### src/shared/bdr_pkg.sv
// constants and types for the breakpoint debug register unit
// Functional notes
// - 64-bit registers; outside 64-bit mode top half written 0, not read
// - In 64-bit mode all 64 bits are read and written; size prefixes ignored
// - Access only from ring 0; other rings get a protection fault
// - Location registers accept any address, no canonical check
// - Numbers 4, 5 alias status, control; invalid opcode if extensions on
// - Status bits 15:13 are never cleared by hardware; software clears them
// - Breakpoint or guard events rewrite status bits 3-0 from enabled hits
// - Status bit 13 set on register access while the guard is on
// - Status bit 14 set on single-step trap; other bits may join it
// - Status bit 15 set on switch to a task with trap bit set
// - Status reserved bits read fixed; 64-bit upper-half ones fault
// - Control even bits enable per task; cleared on hardware task switch
// - Control odd bits enable in any task; never cleared by hardware
// - Control bits 8 and 9 are stored and have no effect
// - Guard on: any ring-0 move that is not an invalid opcode traps first and sets status bit 13
// - Guard bit cleared on entry to the debug trap handler
// - Access type field picks execute, write, I/O, or read/write
// - Size field sets the compared address range
// - Four independent address-match conditions, one per location register
// - Size codes 1, 2, 8, 4 bytes; covered low bits masked
// - Hit when any accessed byte falls within the selected range
// - Control reserved bits read fixed; 64-bit upper-half ones fault
package bdr_pkg;
  localparam int BDR_XLEN  = 64;
  localparam int BDR_HALF  = 32;
  localparam int BDR_SLOTS = 4;
  localparam int BDR_SIZEW = 4;

  // register numbers
  localparam logic [2:0] BDR_NUM_STATUS = 3'h6;
  localparam logic [2:0] BDR_NUM_CTRL   = 3'h7;
  localparam logic [2:0] BDR_NUM_AL_ST  = 3'h4;
  localparam logic [2:0] BDR_NUM_AL_CT  = 3'h5;
  localparam logic [2:0] BDR_ALIAS_OR   = 3'h2;
  localparam logic [1:0] BDR_RING0      = 2'h0;

  // status layout
  localparam int BDR_ST_GHIT  = 13;
  localparam int BDR_ST_SSTEP = 14;
  localparam int BDR_ST_TSW   = 15;
  localparam logic [31:0] BDR_ST_ONES = 32'hFFFF0FF0;

  // control layout
  localparam int BDR_CT_GUARD    = 13;
  localparam int BDR_CT_TYPE_LSB = 16;
  localparam int BDR_CT_SIZE_LSB = 18;
  localparam int BDR_CT_STEP     = 4;
  localparam logic [31:0] BDR_CT_ONES   = 32'h00000400;
  localparam logic [31:0] BDR_CT_WMASK  = 32'hFFFF23FF;
  localparam logic [31:0] BDR_CT_LOCAL  = 32'h00000055;
  localparam logic [31:0] BDR_CT_GLOBAL = 32'h000000AA;
  localparam logic [31:0] BDR_CT_GDBIT  = 32'h00002000;

  // access type field
  localparam logic [1:0] BDR_TY_EXEC  = 2'h0;
  localparam logic [1:0] BDR_TY_WRITE = 2'h1;
  localparam logic [1:0] BDR_TY_IO    = 2'h2;
  localparam logic [1:0] BDR_TY_RW    = 2'h3;

  // size field
  localparam logic [1:0] BDR_SZ_1 = 2'h0;
  localparam logic [1:0] BDR_SZ_2 = 2'h1;
  localparam logic [1:0] BDR_SZ_8 = 2'h2;
  localparam logic [1:0] BDR_SZ_4 = 2'h3;
  localparam logic [63:0] BDR_MASK_1 = 64'h0;
  localparam logic [63:0] BDR_MASK_2 = 64'h1;
  localparam logic [63:0] BDR_MASK_4 = 64'h3;
  localparam logic [63:0] BDR_MASK_8 = 64'h7;
  localparam logic [63:0] BDR_ONE64  = 64'h1;

  typedef enum logic [1:0] {
    BDR_K_FETCH = 2'b00,
    BDR_K_WRITE = 2'b01,
    BDR_K_IO    = 2'b10,
    BDR_K_READ  = 2'b11
  } bdr_kind_e;
endpackage : bdr_pkg

### src/shared/bdr_ref_if.sv
// reference broadcast from unit to address comparators
`timescale 1ns/100ps
`default_nettype none
interface bdr_ref_if;
  import bdr_pkg::*;
  logic                 refValid;
  bdr_kind_e            refKind;
  logic [BDR_XLEN-1:0]  refAddr;
  logic [BDR_SIZEW-1:0] refSize;
  logic                 extOn;
  modport drive (output refValid, refKind, refAddr, refSize, extOn);
  modport sense (input refValid, refKind, refAddr, refSize, extOn);
endinterface : bdr_ref_if
`default_nettype wire

### src/bdr_match.sv
// one address-match comparator
`timescale 1ns/100ps
`default_nettype none
module bdr_match
  import bdr_pkg::*;
(
  bdr_ref_if.sense           refBus,     // reference under test
  input  wire logic [63:0]   bpAddr,     // location register
  input  wire logic [1:0]    typeField,  // access type field
  input  wire logic [1:0]    sizeField,  // match size field
  output logic               hit         // raw condition, not enable-gated
);
  logic [63:0] lenMask;
  logic [63:0] bpLo;
  logic [63:0] bpHi;
  logic [63:0] accHi;
  logic        inRange;
  logic        typeOk;

  // low bits covered by the size are masked
  assign lenMask = (sizeField == BDR_SZ_1) ? BDR_MASK_1 :
                   (sizeField == BDR_SZ_2) ? BDR_MASK_2 :
                   (sizeField == BDR_SZ_4) ? BDR_MASK_4 :
                                             BDR_MASK_8;
  assign bpLo  = bpAddr & ~lenMask;
  assign bpHi  = bpAddr | lenMask;
  assign accHi = refBus.refAddr
               + {{(BDR_XLEN-BDR_SIZEW){1'b0}}, refBus.refSize}
               - BDR_ONE64;
  // any accessed byte inside the range
  assign inRange = (refBus.refAddr <= bpHi) && (accHi >= bpLo);

  assign typeOk =
    (typeField == BDR_TY_EXEC)  ? (refBus.refKind == BDR_K_FETCH) :
    (typeField == BDR_TY_WRITE) ? (refBus.refKind == BDR_K_WRITE) :
    (typeField == BDR_TY_IO)    ? (refBus.refKind == BDR_K_IO)
                                  && refBus.extOn :
    (refBus.refKind == BDR_K_WRITE) ||
    (refBus.refKind == BDR_K_READ);

  assign hit = refBus.refValid && typeOk && inRange;
endmodule : bdr_match
`default_nettype wire

### src/bdr_unit.sv
// breakpoint debug register unit top
`timescale 1ns/100ps
`default_nettype none
module bdr_unit
  import bdr_pkg::*;
(
  input  wire logic          mclk,         // core clock
  input  wire logic          rst,          // sync reset, high
  // register move port
  input  wire logic          regReq,       // move request pulse
  input  wire logic          regWrite,     // 1 write, 0 read
  input  wire logic [2:0]    regNum,       // register number 0..7
  input  wire logic [63:0]   regWrData,    // write operand
  output logic [63:0]        regRdData,    // read result
  output logic               regDone,      // move answered
  output logic               faultGp,      // protection fault
  output logic               faultUd,      // invalid opcode fault
  // core state
  input  wire logic          mode64,       // 64-bit mode
  input  wire logic [1:0]    privRing,     // current privilege ring
  input  wire logic          debugExtOn,   // debug extensions on
  // references
  input  wire logic          refValid,     // reference this cycle
  input  wire bdr_kind_e     refKind,      // reference kind
  input  wire logic [63:0]   refAddr,      // first byte address
  input  wire logic [3:0]    refSize,      // bytes, 1..8
  // exception events
  input  wire logic          stepEvent,    // single-step trap flag trap
  input  wire logic          taskSwitch,   // hardware task switch
  input  wire logic          taskTrapBit,  // new task trap bit
  input  wire logic          handlerEntry, // debug handler entered
  output logic               debugTrapReq  // debug trap request
);

  // ----------------------------------------------------------------
  // state
  // ----------------------------------------------------------------
  logic [63:0] locQ [BDR_SLOTS];
  logic [3:0]  hitQ;
  logic        guardHitQ;
  logic        stepFlagQ;
  logic        taskFlagQ;
  logic [31:0] ctrlQ;
  logic [31:0] ctrlD;
  logic [3:0]  hitD;
  logic        guardHitD;
  logic        stepFlagD;
  logic        taskFlagD;
  logic [63:0] rdDataQ;
  logic        doneQ;
  logic        gpQ;
  logic        udQ;
  logic        trapQ;

  // ----------------------------------------------------------------
  // comparators
  // ----------------------------------------------------------------
  bdr_ref_if refBus ();

  assign refBus.refValid = refValid;
  assign refBus.refKind  = refKind;
  assign refBus.refAddr  = refAddr;
  assign refBus.refSize  = refSize;
  assign refBus.extOn    = debugExtOn;

  logic [3:0] hitVec;
  logic [3:0] enVec;
  logic [3:0] enabledHit;
  logic       bpEvent;

  genvar gi;
  generate
    for (gi = 0; gi < BDR_SLOTS; gi++) begin : g_slot
      bdr_match u_match (
        .refBus    (refBus),
        .bpAddr    (locQ[gi]),
        .typeField (ctrlQ[BDR_CT_TYPE_LSB+BDR_CT_STEP*gi +: 2]),
        .sizeField (ctrlQ[BDR_CT_SIZE_LSB+BDR_CT_STEP*gi +: 2]),
        .hit       (hitVec[gi])
      );
      // local or global enable
      assign enVec[gi] = ctrlQ[2*gi] | ctrlQ[2*gi+1];
    end
  endgenerate

  assign enabledHit = hitVec & enVec;
  assign bpEvent    = |enabledHit;

  // ----------------------------------------------------------------
  // move decode
  // ----------------------------------------------------------------
  logic        ring0;
  logic        aliasNum;
  logic [2:0]  effNum;
  logic        udHit;
  logic        gpPriv;
  logic        guardTrap;
  logic        upperBad;
  logic        gpUpper;
  logic        doAccess;
  logic        stWrite;
  logic        ctWrite;
  logic        locWrite;
  logic [63:0] wrVal;

  assign ring0    = (privRing == BDR_RING0);
  assign aliasNum = (regNum == BDR_NUM_AL_ST) ||
                    (regNum == BDR_NUM_AL_CT);
  assign effNum   = aliasNum ? (regNum | BDR_ALIAS_OR) : regNum;

  assign gpPriv    = regReq && !ring0;
  assign udHit     = regReq && ring0 && aliasNum && debugExtOn;
  // guard traps ahead of the move itself
  assign guardTrap = regReq && ring0 && !udHit
                     && ctrlQ[BDR_CT_GUARD];
  assign upperBad  = mode64 && regWrite
                     && (|regWrData[BDR_XLEN-1:BDR_HALF])
                     && ((effNum == BDR_NUM_STATUS) ||
                         (effNum == BDR_NUM_CTRL));
  assign gpUpper   = regReq && ring0 && !udHit && !guardTrap
                     && upperBad;
  assign doAccess  = regReq && ring0 && !udHit && !guardTrap
                     && !upperBad;

  assign stWrite  = doAccess && regWrite && (effNum == BDR_NUM_STATUS);
  assign ctWrite  = doAccess && regWrite && (effNum == BDR_NUM_CTRL);
  assign locWrite = doAccess && regWrite && !effNum[2];

  // top half zeroed outside 64-bit mode
  assign wrVal = mode64 ? regWrData
               : {{BDR_HALF{1'b0}}, regWrData[BDR_HALF-1:0]};

  // ----------------------------------------------------------------
  // read path
  // ----------------------------------------------------------------
  logic [63:0] statusRd;
  logic [63:0] ctrlRd;
  logic [63:0] rdSel;
  logic [63:0] rdVal;

  assign statusRd = {{BDR_HALF{1'b0}},
                     BDR_ST_ONES | {16'h0, taskFlagQ, stepFlagQ,
                                    guardHitQ, 9'h0, hitQ}};
  assign ctrlRd   = {{BDR_HALF{1'b0}},
                     (ctrlQ & BDR_CT_WMASK) | BDR_CT_ONES};
  assign rdSel = !effNum[2] ? locQ[effNum[1:0]] :
                 effNum[0]  ? ctrlRd : statusRd;
  assign rdVal = mode64 ? rdSel
               : {{BDR_HALF{1'b0}}, rdSel[BDR_HALF-1:0]};

  // ----------------------------------------------------------------
  // next status and control
  // ----------------------------------------------------------------
  logic tsTrap;
  logic trapEvent;

  assign tsTrap    = taskSwitch && taskTrapBit;
  assign trapEvent = bpEvent || stepEvent || tsTrap || guardTrap;

  // hardware events win over a same-cycle software write
  assign hitD = (bpEvent || guardTrap) ? enabledHit
              : stWrite ? wrVal[3:0] : hitQ;
  assign guardHitD = guardTrap ||
                     (stWrite ? wrVal[BDR_ST_GHIT] : guardHitQ);
  assign stepFlagD = stepEvent ||
                     (stWrite ? wrVal[BDR_ST_SSTEP] : stepFlagQ);
  assign taskFlagD = tsTrap ||
                     (stWrite ? wrVal[BDR_ST_TSW] : taskFlagQ);

  // bits 8 and 9 kept but read by nothing else
  assign ctrlD = ((ctWrite ? (wrVal[BDR_HALF-1:0] & BDR_CT_WMASK)
                           : ctrlQ)
                  & ~(taskSwitch ? BDR_CT_LOCAL : 32'h0))
                  & ~(handlerEntry ? BDR_CT_GDBIT : 32'h0);

  // ----------------------------------------------------------------
  // registers
  // ----------------------------------------------------------------
  always_ff @(posedge mclk) begin
    if (rst) begin
      hitQ  <= 4'h0;
      guardHitQ <= 1'b0;
      stepFlagQ <= 1'b0;
      taskFlagQ <= 1'b0;
      ctrlQ <= 32'h0;
    end else begin
      hitQ  <= hitD;
      guardHitQ <= guardHitD;
      stepFlagQ <= stepFlagD;
      taskFlagQ <= taskFlagD;
      ctrlQ <= ctrlD;
    end
  end

  // any value accepted, no canonical check
  always_ff @(posedge mclk) begin
    if (rst) begin
      for (int i = 0; i < BDR_SLOTS; i++) begin
        locQ[i] <= 64'h0;
      end
    end else if (locWrite) begin
      locQ[effNum[1:0]] <= wrVal;
    end
  end

  always_ff @(posedge mclk) begin
    if (rst) begin
      rdDataQ <= 64'h0;
      doneQ   <= 1'b0;
      gpQ     <= 1'b0;
      udQ     <= 1'b0;
      trapQ   <= 1'b0;
    end else begin
      rdDataQ <= (doAccess && !regWrite) ? rdVal : 64'h0;
      doneQ   <= regReq;
      gpQ     <= gpPriv || gpUpper;
      udQ     <= udHit;
      trapQ   <= trapEvent;
    end
  end

  assign regRdData    = rdDataQ;
  assign regDone      = doneQ;
  assign faultGp      = gpQ;
  assign faultUd      = udQ;
  assign debugTrapReq = trapQ;
endmodule : bdr_unit
`default_nettype wire

### config.mk
export PLATFORM = sky130hd
export DESIGN_NAME = bdr_unit
export DESIGN_NICKNAME = d
export VERILOG_FILES = /design/src/shared/bdr_pkg.sv /design/src/shared/bdr_ref_if.sv /design/src/bdr_match.sv /design/src/bdr_unit.sv
export SDC_FILE = /design/constraint.sdc
export NUM_CORES = 1
export LEC_CHECK = 0
export BUFFER_PORTS_ARGS = -buffer_cell sky130_fd_sc_hd__buf_2
export CAP_MARGIN = 5
export CORE_MARGIN = 1
export CORE_UTILIZATION = 30
export CTS_BUF_LIST = sky130_fd_sc_hd__clkbuf_8 sky130_fd_sc_hd__clkbuf_16
export DETAILED_ROUTE_END_ITERATION = 8
export PLACE_DENSITY = 0.52
export SLEW_MARGIN = 15
export SYNTH_ARGS = -nofsm -noshare
export SYNTH_HDL_FRONTEND = slang
export SYNTH_SLANG_ARGS = --single-unit
### constraint.sdc
create_clock -name mclk -period 16.95 [get_ports mclk]
set_clock_uncertainty 0.15 [all_clocks]
set_input_delay 1.695 -clock mclk [delete_from_list [all_inputs] [get_ports mclk]]
set_output_delay 1.695 -clock mclk [all_outputs]
set_load 0.05 [all_outputs]
-- Word-level counts from Yosys, hierarchy flattened
Memories as Yosys holds them, arrays and structs flattened.
Index checks and enable logic that the tools add are counted.
- muxes and demuxes: 44
- $lt $le $gt $ge: 8
- add/subtract/negate cells: 2
- bitwise logic cells: 23
- eq/ne operators: 23
- reductions and logical operators: 64
- operators with widths (cell ; number):
    2-to-1 mux 64 bit ; 11
    AND 64 bit ; 4
    greater-or-equal comparator 64 bit ; 4
    <= comparator 64 bit ; 4
    inverter 64 bit ; 4
    OR 64 bit ; 4
    adder 64 x 4 -> 64 bit ; 1
    AND 32 bit ; 2
    2-to-1 mux 32 bit ; 2
    OR reduction 64 bit ; 1
    subtractor 64 x 1 -> 64 bit, second input constant ; 1
    inverter 14 -> 32 bit ; 1
    inverter 7 -> 32 bit ; 1
    OR reduction 32 bit ; 1
    logical AND 1 bit ; 31
    2-to-1 mux 1 bit ; 21
    equality test 2 bit, second input constant ; 10
    logical NOT 2 bit ; 10
    equality test 2 x 1 -> 1 bit, second input constant ; 9
    2-to-1 mux 14 bit ; 1
    equality test 3 bit, second input constant ; 4
    2-to-1 mux 3 bit ; 4
    logical OR 1 bit ; 11
    2-to-1 mux 4 bit ; 2
    other kinds (10) ; 20
- bits of input ports: 150
- flip-flop bits (word level): 107
- bits in writable memories: 256
- memories kept: 1
- word-level logic and storage cells: 176
- memory list (memory ; words ; width ; rd ports ; clocked after memory_dff ; wr ports ; RTL line ; text):
    locQ ; 4 ; 64 ; 5 ; 0 ; 4 ; bdr_unit.sv:38 ; logic [63:0] locQ [BDR_SLOTS];

-- Longest topological paths before layout
Gate-level depths: netlist of the first run.
- word-level depth: 17
- mapped depth: 25

-- Hierarchy
A second synthesis of the first run with hierarchy kept.
- cells, all modules: 4915
- area, all modules: 41607.4 um2
- by module, submodules not included (module ; cells each ; times used ; seq. area each (um2) ; area an instance (um2)):
    bdr_unit ; 1063 ; 1 ; 9729.3 ; 14493.9
    bdr_match (g_slot[1].u_match ...) ; 963 ; 2 ; 0.0 ; 6786.5
    bdr_match (g_slot[0].u_match ...) ; 963 ; 2 ; 0.0 ; 6770.2

-- Least setup slack after synthesis of the first run
No wires, ideal clock.
- path type: input -> register
- start point: in refAddr[1]
- end point: reg hitQ[3]
- stages: 25
- path buffers: 0
- slack: 9.800 ns
- arrival time: 6.858 ns
- data required time: 16.659 ns
- library setup time: 0.141 ns
- cells stage by stage: inv_1 -> ha_1 -> inv_1 -> ha_1 -> fa_1 -> a21o_1 -> a221oi_1 -> o21ai_0 -> a211o_1 -> a21boi_0 -> o21ai_0 -> a31oi_1 -> o21ai_0 -> xor2_1 -> ha_1 -> a21oi_1 -> nor2b_1 -> o21ai_0 -> o21ai_0 -> or4_1 -> a21o_1 -> o221ai_1 -> a21oi_1 -> nor4b_2 -> a221oi_1
- word-level cells in the longest chain between the ends: 9
- elaborated cells on any way between the ends: 23
- ends and longest elaborated chain (element ; RTL line ; text):
    start: declaration ; bdr_unit.sv:25 ; input wire logic [63:0] refAddr,
    adder 64 x 4 -> 64 bit ; bdr_match.sv:28 ; + {{(BDR_XLEN-BDR_SIZEW){1'b0}}, refBus.refSize}
    subtractor 64 x 1 -> 64 bit ; bdr_match.sv:29 ; - BDR_ONE64;
    greater-or-equal comparator 64 bit ; bdr_match.sv:31 ; assign inRange = (refBus.refAddr <= bpHi) && (accHi >= bpLo);
    logical AND 1 bit ; bdr_match.sv:31 ;
    logical AND 1 bit ; bdr_match.sv:41 ; assign hit = refBus.refValid && typeOk && inRange;
    AND 4 bit (*) ; bdr_unit.sv:86 ; assign enabledHit = hitVec & enVec;
    OR reduction 4 bit ; bdr_unit.sv:87 ; assign bpEvent = |enabledHit;
    logical OR 1 bit ; bdr_unit.sv:161 ; assign hitD = (bpEvent || guardTrap) ? enabledHit
    2-to-1 mux 4 bit / nonzero test 2 bit (equally long branches) ; - ;
    end signal: assignment ; bdr_unit.sv:187 ; hitQ <= hitD;
    end: declaration ; bdr_unit.sv:39 ; logic [3:0] hitQ;
Mark *: on every way between the ends. The rest lies on a longest branch, timed or not.
A chain may end at the register's enable or synchronous reset.

-- Final worst setup path of the first run
Same ends and word-level chain as after synthesis.

==> metrics.txt, run 1 <==
WP data arrival=8720 ps; fin crit share=0.4967; CP Data Required Time=17,260 ps; port bufs=217; crit end category=register; r2r setup slk=12,860 ps; hold path startpoint=ctrlQ[9]; reg2reg end=hitQ[3]; Yosys cell types=69; routed via count=24,685; slew margin rel.=0.2655; Final Util=0.3459; Syn. warnings=0; total negative slack=0 ps; Syn Nets=3,847; share of cells above drive strength 1=0.1198; grt ovf=0; Crit Path Max Fanout=5; mapped cell area=29,840 um^2; syn avg cell area=9.572 um^2; clk buf depth=3; ys flop type=edfxtp_1; height of the die=317.4 um; worst reg-to-reg path cell count=12; final setup vio count=0; MaxCap Viol Count=0; post-route insts no fill=4,660; WL per Instance=24.56 um; #FFs+latches synth=358; gpl congestion=0.9517; Core ar.=98,420 um^2; Leak=16.06 nW; Initial Util=0.3032; Fill cells=10,129; multi-input logic area=18,440 um^2; CTS tree=built; RSZ-0062 raised after global routing=no; hold path depth=2; worst setup path category=in -> reg; P per Cell Area=83.65 nW/um^2; routed wire length=114,400 um; Worst-Margin Slew=1095 ps; die outline area=100,700 um^2; peak supply drop=0.00007209 V; largest net degree at the start of global routing=47; EDFF count, synth=256; Async SR Flop Fraction=0; I/O pins=218; pre-CTS setup slack=7978 ps; Synth Instances=3,118; Total GRT Usage=0.2229; clock-pin slew on the worst setup and hold paths=70 ps; DR iter-0 viols=1,968; Sequential Area=9729 um^2; post-CTS setup buffer count=0; DIE WIDTH=317.4 um; reg2reg start=locQ[1][44]; P&R area growth vs syn=14.08%; status=finished clean; fin. max-slew vios=0; FMAX=118.8 MHz; sequential share of the synthesized area=0.3260; DR pass1 iterations=5; vias in the first global route=24,193; # resized after CTS=0; hpwl dp=90,570 um; num rows=115; Final Hold Violating Endpoints=0; worst hold path type=reg -> reg; Hold Path End=ctrlQ[9]; fin nets=4,058; min Tclk post-route=8418 ps; # hold bufs at CTS=0; Placed Cells=4,570; CTS root buffer=clkbuf_16; final worst slack=8532 ps; Worst setup SP type=input port; CTS H-tree lvls=2; hold slack final=307.2 ps; number of vias per cell=5.297; Post-DRT Antenna Nets=0; worst skew pair latency=620 ps; first-pass GRT wire length=166,600 um; initial antenna violation count=15; CTS Sinks=358; CTS Buf Count=44; DRC viols=0
## cells in the mapped netlist, drive strengths merged, types with 6 or more instances
library cell	instances	share of area
a21o	163	0.041
nand3	34	0.0057
or2	7	0.0015
ha	578	0.24
or3	23	0.0048
or4	6	0.0015
o211ai	15	0.0038
a31oi	6	0.0013
o21ai	112	0.019
a211o	13	0.0038
nor4	25	0.0052
o21bai	16	0.0040
nand2b	18	0.0038
xor2	17	0.0050
xnor2	44	0.013
buf	8	0.0010
mux4	63	0.048
o22ai	8	0.0017
and2	166	0.035
a221oi	15	0.0044
mux2i	15	0.0050
a21oi	258	0.043
edfxtp	256	0.26
inv	387	0.049
nor2	209	0.026
nor3	27	0.0045
a211oi	25	0.0063
and3	17	0.0036
a311oi	11	0.0032
nand2	166	0.021
a2111oi	6	0.0018
o21a	15	0.0038
nor2b	30	0.0063
nand4	119	0.025
clkbuf	68	0.0086
dfxtp	102	0.068
## worst max-delay path, cell delays in order
cell and delay (ps):
buf_2 140, inv_1 60, ha_1 270, inv_1 40
ha_1 220, fa_1 410, a21o_1 220, a221oi_1 490
o21ai_0 510, a211o_1 480, a21oi_1 470, a22oi_1 200
a21oi_1 300, o21ai_0 160, xor2_1 380, ha_1 320
and3_1 180, a221oi_1 230, o21ai_0 220, or4_1 550
a21o_1 170, o221ai_1 220, a21oi_1 190, nor4b_2 410
a221oi_1 150
## layout by cell type, fill, tap and decap left out, types with 16 or more instances in the layout
cell         n
a211oi_1    25
a21o_1     163
a21oi_1    257
and2_1     166
and3_1      16
buf_2      216
buf_4       25
clkbuf_16   48
dfxtp_1    102
edfxtp_1   256
ha_1       578
inv_1      394
mux4_2      63
nand2_1    166
nand2b_1    16
nand3_1     33
nand4_1    119
nor2_1     208
nor2b_1     30
nor3_1      25
nor4_1      25
o21ai_0    112
o21bai_1    16
or3_1       23
xnor2_1     44
xor2_1      17
## per-stage QoR
| stage | area [um^2] | total power [mW] |
|---|---|---|
| final | 34050 | 2.848 |
| after floorplan | 29840 | 1.562 |
| after detailed placement | 32500 | 1.845 |
| after CTS | 34030 | 2.860 |
| after global routing | 34040 | 2.991 |
| after global placement | 32500 | 1.840 |
## flip-flops by register name, indices dropped and copies added (netlist names), 4 cells and up
register,count
locQ,256
regRdData,64
ctrlQ,27
hitQ,4
## how the worst max path moves through the flow
stage / to / cells after the start / from / slack (ps)
global placement: hitQ[3] / 23 / refAddr[1] / 8020
floorplan: hitQ[3] / 25 / refAddr[1] / 9800
detailed placement: hitQ[3] / 23 / refAddr[1] / 7980
global route: hitQ[3] / 25 / refAddr[0] / 7960
CTS: hitQ[3] / 23 / refAddr[1] / 8620
finish: hitQ[3] / 25 / refAddr[1] / 8530
## cell type report
cell class | count | area share
antenna | 8 | 0.0005880
clock buffer | 51 | 0.03649
clock inverter | 31 | 0.008305
inverter | 388 | 0.04278
multi-input combinational | 2296 | 0.5415
sequential | 358 | 0.2858
tap | 1287 | 0.04730
timing repair buffer | 241 | 0.03726
## report_power, final
part	total, mW	switching (mW)	leakage (nW)	internal (mW)
clock	1.01	0.420	0.781	0.588
combinational	0.854	0.524	12.0	0.330
sequential	0.986	0.0151	3.26	0.971
## routing by layer
| metal | GRT usage | share of wire | vias to the layer above |
|---|---|---|---|
| met3 | 0.03267 | 0.058 | 139 |
| li1 | - | - | 11836 |
| met2 | 0.3681 | 0.46 | 702 |
| met1 | 0.3009 | 0.45 | 11996 |
| met4 | 0.06386 | 0.027 | 12 |
| met5 | 0 | 0.00067 | - |
## kinds of logic (layout without fill, tap and decap cells)
kind of cell	Yosys count	count (layout)	share of synthesized area
simple gates	863	863	0.1485
compound gates	715	715	0.1537
fa+ha+maj	579	579	0.2430
buf+inv	464	711	0.05836
flops	358	358	0.3260
mux	78	78	0.05257
xor+xnor	61	61	0.01790
other cells	0	8	0
Power figures use the tool's default switching activity.
==> run 2, diff against run 1 <==
--- a/config.mk
+++ b/config.mk
@@ -5,13 +5,14 @@
 export SDC_FILE = /design/constraint.sdc
 export NUM_CORES = 1
 export LEC_CHECK = 0
+export ABC_AREA = 1
 export BUFFER_PORTS_ARGS = -buffer_cell sky130_fd_sc_hd__buf_2
 export CAP_MARGIN = 5
 export CORE_MARGIN = 1
 export CORE_UTILIZATION = 30
 export CTS_BUF_LIST = sky130_fd_sc_hd__clkbuf_8 sky130_fd_sc_hd__clkbuf_16
 export DETAILED_ROUTE_END_ITERATION = 8
-export PLACE_DENSITY = 0.52
+export PLACE_DENSITY = 0.54
 export SLEW_MARGIN = 15
 export SYNTH_ARGS = -nofsm -noshare
 export SYNTH_HDL_FRONTEND = slang
==> constraint.sdc (replaced) <==
create_clock -name mclk -period 7.44 [get_ports mclk]
set_clock_uncertainty 0.15 [all_clocks]
set_input_delay 0.744 -clock mclk [delete_from_list [all_inputs] [get_ports mclk]]
set_output_delay 0.744 -clock mclk [all_outputs]
set_load 0.05 [all_outputs]
==> metrics.txt, run 2 <==
Initial Util=0.3036; num rows=117; largest net degree at the start of global routing=73; Worst setup SP type=input port; DIE WIDTH=323.3 um; P per Cell Area=185.6 nW/um^2; FMAX=163.8 MHz; number of vias per cell=5.041; worst setup path category=in -> reg; sequential share of the synthesized area=0.3141; Crit Path Max Fanout=7; vias in the first global route=27,538; hpwl dp=95,280 um; total negative slack=0 ps; routed via count=28,582; commonest non-fill, non-tap cells in the layout=nand2_1, inv_1, ha_1, nor2_1, a21oi_1; WL per Instance=21.05 um; DR pass1 iterations=6; Largest Register=locQ; gpl congestion=0.9696; Core ar.=102,000 um^2; CTS Buf Count=45; most frequent cell after synthesis=nand2_1; mapped cell area=30,980 um^2; Adder-Cell Fraction of Synth Area=0.2341; Synth top area share=0.2482; grt ovf=0; Post-Synth XOR/XNOR Area=0.01725; Synth Area in Simple Gates=0.1952; Final Hold Violating Endpoints=0; P&R area growth vs syn=13.81%; Total GRT Usage=0.2257; CTS Sinks=358; DRC viols=0; fin nets=4,990; DR iter-0 viols=2,112; Post-DRT Antenna Nets=0; CP Data Required Time=7790 ps; port bufs=217; main combinational cell family by area after synthesis=adder cells; routed wire length=119,300 um; Final Util=0.3455; post-synthesis mux area share=0; max FFs per register=256; EDFF count, synth=256; ys flop type=edfxtp_1; most frequent CP cell=nand2_1; Synth area leader=edfxtp_1; # resized after CTS=0; slew margin rel.=0.2598; status=finished clean; final setup vio count=0; RSZ-0062 raised after global routing=no; CTS H-tree lvls=2; Syn Nets=4,783; Yosys cell types=47; share of cells above drive strength 1=0.07794; # hold bufs at CTS=0; Async SR Flop Fraction=0; Worst-Margin Slew=1110 ps; most common cell after layout, fill and taps aside=nand2_1; clock-pin slew on the worst setup and hold paths=60 ps; post-CTS setup buffer count=0; die outline area=104,600 um^2; MaxCap Viol Count=0; height of the die=323.3 um; Syn. warnings=0; Leak=16.81 nW; syn avg cell area=7.641 um^2; post-route insts no fill=5,670; CTS root buffer=clkbuf_16; CTS tree=built; worst hold path type=in -> reg; Placed Cells=5,582; peak supply drop=0.0001639 V; leading post-synthesis cells by cell area=edfxtp_1, ha_1, nand2_1; I/O pins=218; clk buf depth=3; fin crit share=0.8208; crit end category=register; WP data arrival=6450 ps; Synth Instances=4,054; initial antenna violation count=19; #FFs+latches synth=358; min Tclk post-route=6106 ps; fin. max-slew vios=0; top cells by count, synth=nand2_1, inv_1, ha_1; worst stage delay on the critical path=650 ps; Critical-path top delay cell=nor4_1; complex-gate fraction of the synthesized area=0.1502; first-pass GRT wire length=175,900 um; worst skew pair latency=600 ps
[run 2: cell count changes in the layout (fill, tap and decap cells not counted), moves of 76 or more]
cell / before / now
inv_1: 394 / 642
nand2_1: 166 / 801
nor2_1: 208 / 505
a21o_1: 163 / 11
o21ai_0: 112 / 188
a21oi_1: 257 / 432
and2_1: 166 / 1
[run 2: area by class of cell]
cell class	instances	area [um^2]
multi-input cells	2973	18560
clock buffers	50	1206
inverters	642	2411
flip-flops and latches	358	9729
well taps	1368	1712
diodes	4	10.01
repair buffers	241	1294
clock inverters	34	334.1
fillers	10938	66780
[run 2: cells by family (layout without fill, tap and decap cells)]
family	Yosys count	count (layout)
other	0	4
DFF	358	358
AOI/OAI and AO/OA	824	824
xor gates and xnor gates	61	61
buffers and inverters	723	967
adders and majority gates	579	579
and+or+nand+nor	1509	1509
[run 2: final timing paths]
path                 from        end  slack [ps]  cells after the start
max            refAddr[3]    hitQ[2]        1330                     29
min          handlerEntry  ctrlQ[13]         150                      2
max reg2reg     ctrlQ[23]    hitQ[2]        4130                     22
min reg2reg     ctrlQ[13]  ctrlQ[13]         350                      2
[run 2: metal layers]
layer | GRT usage | routed length (um)
met2 | 0.3768 | 55290
met5 | 0 | 133
met1 | 0.3016 | 53000
met4 | 0.06024 | 3107
met3 | 0.03350 | 7822
[run 2: worst max-delay path: cells and delay by family]
kind / cells / cell delay, ps
AO/OA/AOI/OAI: 7 / 1800
XOR/XNOR: 1 / 430
adder cells (fa/ha/maj): 3 / 790
buffers and inverters: 4 / 320
AND/OR/NAND/NOR: 14 / 2340
[run 2: report_power, final]
group,switching [mW],total [mW],internal [mW]
clock,0.953,2.30,1.35
sequential,0.0304,2.22,2.19
combinational,1.34,2.02,0.679
total,2.32,6.54,4.22
[run 2: per-stage QoR]
| stage | hold slack (ps) | setup slack, ps | power [mW] | area, um^2 |
|---|---|---|---|---|
| floorplan | 294.2 | 733.6 | 3.593 | 30980 |
| global placement | 328.1 | 774.4 | 4.238 | 33710 |
| detailed placement | 339.8 | 792.3 | 4.260 | 33710 |
| CTS | 116.0 | 1413 | 6.573 | 35250 |
| global route | 122.4 | 845.8 | 6.934 | 35250 |
| finish | 152.6 | 1334 | 6.543 | 35260 |
